`config.mk`:
```
export PLATFORM = sky130hd
export DESIGN_NAME = gpio_pin_regs
export DESIGN_NICKNAME = d
export VERILOG_FILES = /design/src/logic/gpio_pkg.sv /design/src/logic/gpio_pin_regs.sv
export SDC_FILE = /design/constraint.sdc
export NUM_CORES = 1
export LEC_CHECK = 0
export BUFFER_PORTS_ARGS = -buffer_cell sky130_fd_sc_hd__buf_2
export CAP_MARGIN = 10
export CORE_UTILIZATION = 25
export DETAILED_ROUTE_END_ITERATION = 16
export HOLD_SLACK_MARGIN = 0.06
export PLACE_DENSITY = 0.54
export SLEW_MARGIN = 20
export SYNTH_ARGS = -nofsm -noshare
export SYNTH_HDL_FRONTEND = slang
export SYNTH_SLANG_ARGS = --single-unit
export TNS_END_PERCENT = 30
```
`constraint.sdc`:
```
create_clock -name clk -period 4 [get_ports clk]
set_input_delay 0.2 -clock clk [delete_from_list [all_inputs] [get_ports clk]]
set_output_delay 0.2 -clock clk [all_outputs]
set_load 0.01 [all_outputs]
```
`src/logic/gpio_pkg.sv`:
```
// Register map, field layout and bus constants for the pin control block
package gpio_pkg;

	// Register indexes; byte address is four times the index
	localparam logic [7:0] IDX_P57_CFG = 8'h46;
	localparam logic [7:0] IDX_P60_CFG = 8'h47;
	localparam logic [7:0] IDX_P61_CFG = 8'h48;
	localparam logic [7:0] IDX_RSVD_A = 8'h49;
	localparam logic [7:0] IDX_RSVD_B = 8'h4A;
	localparam logic [7:0] IDX_P1_DATA = 8'h4B;
	localparam logic [7:0] IDX_P2_DATA = 8'h4C;
	localparam logic [7:0] IDX_P3_DATA = 8'h4D;
	localparam logic [7:0] IDX_P4_DATA = 8'h4E;
	localparam logic [7:0] IDX_PIN_DATA = 8'h55;
	localparam logic [7:0] IDX_STATUS = 8'h56;
	localparam logic [7:0] IDX_MASK = 8'h57;

	// Configured pins: port 5 pin 7, port 6 pin 0, port 6 pin 1
	localparam int NPINS = 3;
	localparam logic [7:0] CFG_IDX [NPINS] = '{8'h46, 8'h47, 8'h48};
	// Pins that may act as either-edge interrupt inputs
	localparam logic [NPINS-1:0] IRQ_CAPABLE = 3'h6;

	// Reset values and writable bit masks
	localparam logic [7:0] CFG_RESET = 8'h01;
	localparam logic [7:0] DATA_RESET = 8'h00;
	localparam logic [7:0] CFG_WMASK = 8'h8F;
	localparam logic [7:0] P2_WMASK = 8'hF7;
	localparam logic [7:0] P3_HARD_KEEP = 8'hF3;
	localparam logic [NPINS-1:0] PINS_RESET = 3'h0;

	// Configuration field positions
	localparam int CFG_DIR = 0;
	localparam int CFG_POL = 1;
	localparam int CFG_FN_LO = 2;
	localparam int CFG_FN_HI = 3;
	localparam int CFG_OD = 7;

	// Function select codes
	localparam logic [1:0] FN_GPIO = 2'h0;
	localparam logic [1:0] FN_ALT = 2'h1;
	localparam logic [1:0] FN_IRQ = 2'h2;

	// Bus fields
	localparam int ADDR_IDX_LO = 2;
	localparam int ADDR_IDX_HI = 9;
	localparam int TRANS_ACTIVE = 1;
	localparam logic HRESP_OKAY = 1'b0;

	typedef enum logic [1:0] {
		BUS_IDLE = 2'b00,
		BUS_WRITE = 2'b01,
		BUS_READ = 2'b10,
		BUS_READY = 2'b11
	} busState_t;

endpackage

```
`src/logic/gpio_pin_regs.sv`:
```
// Pin configuration and port data registers behind an AHB-Lite slave
`timescale 1ns/1ps

module gpio_pin_regs (
	input wire logic clk,
	input wire logic nrst,
	input wire logic hardRstN,
	input wire logic hsel,
	input wire logic [31:0] haddr,
	input wire logic [1:0] htrans,
	input wire logic hwrite,
	input wire logic [2:0] hsize,
	input wire logic [31:0] hwdata,
	input wire logic hready,
	output logic hreadyout,
	output logic hresp,
	output logic [31:0] hrdata,
	output logic irq,
	input wire logic serial2_terminal_ready_out,
	input wire logic indicator_out_a,
	input wire logic indicator_out_b,
	input wire logic [gpio_pkg::NPINS-1:0] pinIn,
	output logic [gpio_pkg::NPINS-1:0] pinOut,
	output logic [gpio_pkg::NPINS-1:0] pinOe,
	output logic [7:0] port1_data,
	output logic [7:0] port2_data,
	output logic [7:0] port3_data,
	output logic [7:0] port4_data
);

	logic rstMeta;
	logic rstN;
	gpio_pkg::busState_t busState;
	logic [7:0] dpIndex;
	logic [7:0] readVal;
	logic [7:0] cfgReg [gpio_pkg::NPINS];
	logic [gpio_pkg::NPINS-1:0] pinData;
	logic [gpio_pkg::NPINS-1:0] pinSample;
	logic [gpio_pkg::NPINS-1:0] pinPrev;
	logic [gpio_pkg::NPINS-1:0] pinLevel;
	logic [gpio_pkg::NPINS-1:0] pinReadBack;
	logic [gpio_pkg::NPINS-1:0] altOut;
	logic [gpio_pkg::NPINS-1:0] pinEvent;
	logic [gpio_pkg::NPINS-1:0] intStatus;
	logic [gpio_pkg::NPINS-1:0] intMask;
	logic accept;
	logic wrStrobe;
	logic rdFetch;
	logic [7:0] wrByte;

	// Reset release through two flops
	always_ff @(posedge clk or negedge nrst) begin
		if (!nrst) begin
			rstMeta <= 1'b0;
			rstN <= 1'b0;
		end else begin
			rstMeta <= 1'b1;
			rstN <= rstMeta;
		end
	end

	// Bus handshake: reads take one wait state, writes none
	assign accept = hsel && htrans[gpio_pkg::TRANS_ACTIVE] && hready;
	assign hreadyout = (busState != gpio_pkg::BUS_READ);
	assign hresp = gpio_pkg::HRESP_OKAY;
	assign wrStrobe = (busState == gpio_pkg::BUS_WRITE);
	assign rdFetch = (busState == gpio_pkg::BUS_READ);
	assign wrByte = hwdata[7:0];

	// Bus phase tracking
	always_ff @(posedge clk or negedge rstN) begin
		if (!rstN) begin
			busState <= gpio_pkg::BUS_IDLE;
			dpIndex <= 8'h00;
		end else begin
			case (busState)
				gpio_pkg::BUS_READ: begin
					busState <= gpio_pkg::BUS_READY;
				end
				default: begin
					if (accept && hwrite) begin
						busState <= gpio_pkg::BUS_WRITE;
					end else if (accept) begin
						busState <= gpio_pkg::BUS_READ;
					end else begin
						busState <= gpio_pkg::BUS_IDLE;
					end
					if (accept) begin
						dpIndex <= haddr[gpio_pkg::ADDR_IDX_HI:gpio_pkg::ADDR_IDX_LO];
					end
				end
			endcase
		end
	end

	// Alternate output sources per pin
	assign altOut = {indicator_out_b, indicator_out_a,
		serial2_terminal_ready_out};

	// Per-pin driver, polarity and edge detection
	for (genvar i = 0; i < gpio_pkg::NPINS; i++) begin : gPin
		logic [1:0] fn;
		logic drives;
		logic isIrq;
		logic level;
		assign fn = cfgReg[i][gpio_pkg::CFG_FN_HI:gpio_pkg::CFG_FN_LO];
		// Reserved codes leave the pin undriven
		assign isIrq = gpio_pkg::IRQ_CAPABLE[i] && (fn == gpio_pkg::FN_IRQ);
		assign drives = (fn == gpio_pkg::FN_ALT) ||
			((fn == gpio_pkg::FN_GPIO) && !cfgReg[i][gpio_pkg::CFG_DIR]);
		assign level = ((fn == gpio_pkg::FN_ALT) ? altOut[i] : pinData[i]) ^
			cfgReg[i][gpio_pkg::CFG_POL];
		assign pinLevel[i] = level;
		// Open drain only pulls low
		assign pinOut[i] = cfgReg[i][gpio_pkg::CFG_OD] ? 1'b0 : level;
		assign pinOe[i] = drives && (!cfgReg[i][gpio_pkg::CFG_OD] || !level);
		assign pinReadBack[i] = drives ? pinData[i] :
			(pinSample[i] ^ cfgReg[i][gpio_pkg::CFG_POL]);
		assign pinEvent[i] = isIrq && (pinSample[i] != pinPrev[i]);

		// Configuration register write
		always_ff @(posedge clk or negedge rstN) begin
			if (!rstN) begin
				cfgReg[i] <= gpio_pkg::CFG_RESET;
			end else if (wrStrobe && dpIndex == gpio_pkg::CFG_IDX[i]) begin
				cfgReg[i] <= wrByte & gpio_pkg::CFG_WMASK;
			end
		end
	end

	// Pin level sampling for edge detection
	always_ff @(posedge clk or negedge rstN) begin
		if (!rstN) begin
			pinSample <= gpio_pkg::PINS_RESET;
			pinPrev <= gpio_pkg::PINS_RESET;
		end else begin
			pinSample <= pinIn;
			pinPrev <= pinSample;
		end
	end

	// Output data latch of the configured pins
	always_ff @(posedge clk or negedge rstN) begin
		if (!rstN) begin
			pinData <= gpio_pkg::PINS_RESET;
		end else if (wrStrobe && dpIndex == gpio_pkg::IDX_PIN_DATA) begin
			pinData <= wrByte[gpio_pkg::NPINS-1:0];
		end
	end

	// Port 1 and port 4 data registers
	always_ff @(posedge clk or negedge rstN) begin
		if (!rstN) begin
			port1_data <= gpio_pkg::DATA_RESET;
			port4_data <= gpio_pkg::DATA_RESET;
		end else if (wrStrobe && dpIndex == gpio_pkg::IDX_P1_DATA) begin
			port1_data <= wrByte;
		end else if (wrStrobe && dpIndex == gpio_pkg::IDX_P4_DATA) begin
			port4_data <= wrByte;
		end
	end

	// Port 2 data register, reserved bit held at zero
	always_ff @(posedge clk or negedge rstN) begin
		if (!rstN) begin
			port2_data <= gpio_pkg::DATA_RESET;
		end else if (wrStrobe && dpIndex == gpio_pkg::IDX_P2_DATA) begin
			port2_data <= wrByte & gpio_pkg::P2_WMASK;
		end
	end

	// Port 3 data register; hard reset wins over a write
	always_ff @(posedge clk or negedge rstN) begin
		if (!rstN) begin
			port3_data <= gpio_pkg::DATA_RESET;
		end else if (!hardRstN) begin
			port3_data <= port3_data & gpio_pkg::P3_HARD_KEEP;
		end else if (wrStrobe && dpIndex == gpio_pkg::IDX_P3_DATA) begin
			port3_data <= wrByte;
		end
	end

	// Sticky edge status; new event wins over read clear
	always_ff @(posedge clk or negedge rstN) begin
		if (!rstN) begin
			intStatus <= gpio_pkg::PINS_RESET;
		end else if (rdFetch && dpIndex == gpio_pkg::IDX_STATUS) begin
			intStatus <= pinEvent;
		end else begin
			intStatus <= intStatus | pinEvent;
		end
	end

	// Interrupt mask register
	always_ff @(posedge clk or negedge rstN) begin
		if (!rstN) begin
			intMask <= gpio_pkg::PINS_RESET;
		end else if (wrStrobe && dpIndex == gpio_pkg::IDX_MASK) begin
			intMask <= wrByte[gpio_pkg::NPINS-1:0];
		end
	end

	// Level interrupt from unmasked status
	assign irq = |(intStatus & intMask);

	// Read data selection; reserved and unmapped read zero
	always_comb begin
		readVal = 8'h00;
		if (dpIndex == gpio_pkg::IDX_P57_CFG) begin
			readVal = cfgReg[0];
		end else if (dpIndex == gpio_pkg::IDX_P60_CFG) begin
			readVal = cfgReg[1];
		end else if (dpIndex == gpio_pkg::IDX_P61_CFG) begin
			readVal = cfgReg[2];
		end else if (dpIndex == gpio_pkg::IDX_RSVD_A) begin
			readVal = 8'h00;
		end else if (dpIndex == gpio_pkg::IDX_RSVD_B) begin
			readVal = 8'h00;
		end else if (dpIndex == gpio_pkg::IDX_P1_DATA) begin
			readVal = port1_data;
		end else if (dpIndex == gpio_pkg::IDX_P2_DATA) begin
			readVal = port2_data;
		end else if (dpIndex == gpio_pkg::IDX_P3_DATA) begin
			readVal = port3_data;
		end else if (dpIndex == gpio_pkg::IDX_P4_DATA) begin
			readVal = port4_data;
		end else if (dpIndex == gpio_pkg::IDX_PIN_DATA) begin
			readVal = {5'h00, pinReadBack};
		end else if (dpIndex == gpio_pkg::IDX_STATUS) begin
			readVal = {5'h00, intStatus};
		end else if (dpIndex == gpio_pkg::IDX_MASK) begin
			readVal = {5'h00, intMask};
		end
	end

	// Read data register, loaded in the wait cycle
	always_ff @(posedge clk or negedge rstN) begin
		if (!rstN) begin
			hrdata <= 32'h0000_0000;
		end else if (rdFetch) begin
			hrdata <= {24'h00_0000, readVal};
		end
	end
endmodule // gpio_pin_regs

```
==> run metrics <==
outcome finished clean; grt met1 use a little under a fifth; NetSw around 760 uW; initial antenna violation count 0; clock buffer depth 2; fin. max-slew vios 0; worst skew pair latency 340 ps; Worst-path clk slew 60 ps; Layout area overhead 21.5%; DR WL/cell 17.3 um; Resized Gates After CTS 0; Initial Util 25.5%; Int Pwr around 1.6 mW; Combinational Power Share 22.4%; critical path class reg -> reg; final setup fails 0; GRT overflow 0; largest net degree at the start of global routing a little under 80; first-pass GRT wire length 17500 um; final cell count without fillers roughly 660; Rows 46; CTS tree yes; Final TNS setup 0 ps; critical path's slowest cell dfrtp_1; Placed Area approximately 4500 sq um; antenna violation net count after detailed routing 0; Core Box Area 15800 sq um; type of origin of the critical path flip-flop; yosys warns 0; RSZ-0062 raised after global routing no; syn_area_per_cell ~11 sq um; slew margin rel. 46.7%; Distinct cells, synth 52; H-tree depth 3; switch share 31.6%; CTS root buffer clkbuf_16; Worst Path Required 4220 ps; total power 2.40 mW; area leader, netlist dfrtp_1; Post-Route WL ~11000 um; total number of vias 3072; Slew @ Worst Pin 797 ps; ordered cell list for the critical path buf_4 -> and2_1 -> nand2_1 -> nor2_2 -> mux2_2; # Post-CTS Setup Buffers 0; worst-path fanout max 16; Die ar. 16700 sq um; Layout fillers about 1600; P_leak 2.28 nW; Synth Instances ~360; GRT busiest layer met2; post-synth top area share approximately 47%; Reg power frac between 40% and 50%; port bufs 75; GR Layer Usage met2 22.4%; FMAX 390 MHz; Worst path max stage delay 720 ps; Netlist Area Pre-Place roughly 4000 sq um; worst clock skew 10.5 ps; # clock sinks 79; met3 Use GR about 3.8%; WP data arrival 2780 ps; CP endpoint kind flip-flop; final hold vios 0; sequential share of the synthesized area 49.1%; ant diodes 0; drt pass-1 iters 5; Boundary Pins 154; Max VDD drop approximately 0.00021 V; register bit count reported by yosys 79; Final nets 515; gpl congestion 0.920; Final Core Density between 30% and 40%; share of cells above drive strength 1 36.9%; EDFF count, synth 0; Main synth FF type dfrtp_1; fin crit period 2560 ps; synth top area cells dfrtp_1 47%, mux2_2 15%, buf_4 4.8%; number of global-route vias before repair 3099; min-delay worst type in -> reg; Final Cell Area around 5000 sq um; Die Span Y 129 um; Iteration-0 DRC Markers 246; number of max-cap violations 0; clock buffer count from CTS 9; Async SR Flop Fraction 100%; placed instance count 634; PwrDens 488 nW/um^2; Tcrit/Tclk final 64.0%; DR vias/cell roughly 4.7; Post-DP HPWL 8120 um; clock share of power 34.8%; total track usage 14.2%; Die Wd 129 um; DRC 0
==> through the flow <==
step	setup WS, ps	hold slack, ps
after global routing	1290	87.5
after floorplan	1640	-95.6
after global placement	1490	-14.7
after CTS	1450	75.8
after detailed placement	1480	-10.4
final	1440	76.1
==> per-layer routing <==
metal  up-vias  wire, um  part of all wire [%]
met5         -         0                     0
met4         0       177                   1.6
met3        21       780                   6.9
met2       139      5260                    46
met1      1529      5090                    45
li1       1383         -                     -
==> worst paths after layout <==
kind	start	to	slack, ps	depth (start not counted)
min in group asynchronous	nrst	rstN$_DFF_PN0_	170	2
hold / removal	haddr[2]	dpIndex[0]$_DFFE_PN0P_	80	3
setup / recovery	dpIndex[1]$_DFFE_PN0P_	port1_data[6]$_DFFE_PN0P_	1440	5
hold reg to reg	rstN$_DFF_PN0_	port3_data[6]$_DFFE_PN0P_	240	0
setup reg to reg	dpIndex[1]$_DFFE_PN0P_	port1_data[6]$_DFFE_PN0P_	1440	5
max in group asynchronous	rstN$_DFF_PN0_	cfgReg[16]$_DFFE_PN1P_	3120	1
==> power by group through the flow <==
stage / logic (mW) / clock network, mW / registers, mW
after floorplan: 0.378 / 0 / 1.00
after global placement: 0.510 / 0 / 1.05
after detailed placement: 0.518 / 0 / 1.05
after CTS: 0.524 / 0.849 / 1.04
after global routing: 0.586 / 0.887 / 1.05
final: 0.536 / 0.833 / 1.03
==> sequential cells by signal (all words and copies together), names as in the netlist <==
| register | count |
|---|---|
| cfgReg | 15 |
| pinPrev | 2 |
| hrdata | 8 |
| port1_data | 8 |
| rstMeta | 1 |
| busState | 2 |
| intMask | 3 |
| port4_data | 8 |
| port2_data | 7 |
| rstN | 1 |
| dpIndex | 8 |
| intStatus | 2 |
| pinData | 3 |
| pinSample | 3 |
| port3_data | 8 |
==> worst max-delay path: cells and delay by family (launching register included) <==
kind / cells / cell delay [ps]
AND/OR/NAND/NOR: 3 / 1000
buffers and inverters: 1 / 320
multiplexers: 1 / 400
flip-flops: 1 / 720
==> what timing repair did <==
item	4_1_cts	5_1_grt
hold buffers	4	0
setup endpoints to repair	0	0
endpoints found under the hold margin	5	0
==> layout make-up <==
type,count,area (sq um),area share [%]
clock buffers,13,260,5.30
clock inverters,3,42.5,0.867
multi-input cells,254,1860,37.9
well taps,216,270,5.51
inverters,8,30.0,0.612
flip-flops and latches,79,1980,40.4
repair buffers,82,458,9.33
==> synth_stat cells (4+ instances only) <==
cell type  instances
a21oi_1           11
a22o_1             5
a31oi_1            4
and3_1             5
buf_2              6
buf_4             26
clkbuf_1           8
dfrtp_1           76
inv_1              8
mux2_2            53
mux2_4             6
mux2i_1            8
nand2_1           17
nand3_1           13
nor2_1            11
nor2b_1           17
nor3_1             6
o21ai_0           21
xor2_1             6
==> cell usage in the layout (no fill, tap or decap), types with 4 or more instances in the layout <==
cell type	netlist	final
nor2_1	11	11
dlygate4sd3_1	0	4
nand2_1	17	17
a31oi_1	4	4
mux2_2	53	53
conb_1	2	27
and3_1	5	5
a21oi_1	11	11
xor2_1	6	6
mux2_4	6	6
o21ai_0	21	21
clkbuf_16	0	9
inv_1	8	8
nor3_1	6	6
mux2i_1	8	8
buf_2	6	75
a22o_1	5	5
dfrtp_1	76	75
nand3_1	13	13
nor2b_1	17	17
==> cell families (layout without fill, tap and decap cells) <==
kind of cell	count (synthesis)	count (layout)	share of synthesized area, %
flops	79	79	49.1
simple gates	86	86	11.9
compound gates	66	66	11.0
xor+xnor	8	8	1.74
other cells	2	27	0.186
buf+inv	49	106	7.16
mux	67	67	19.0
Power figures use the tool's default switching activity.
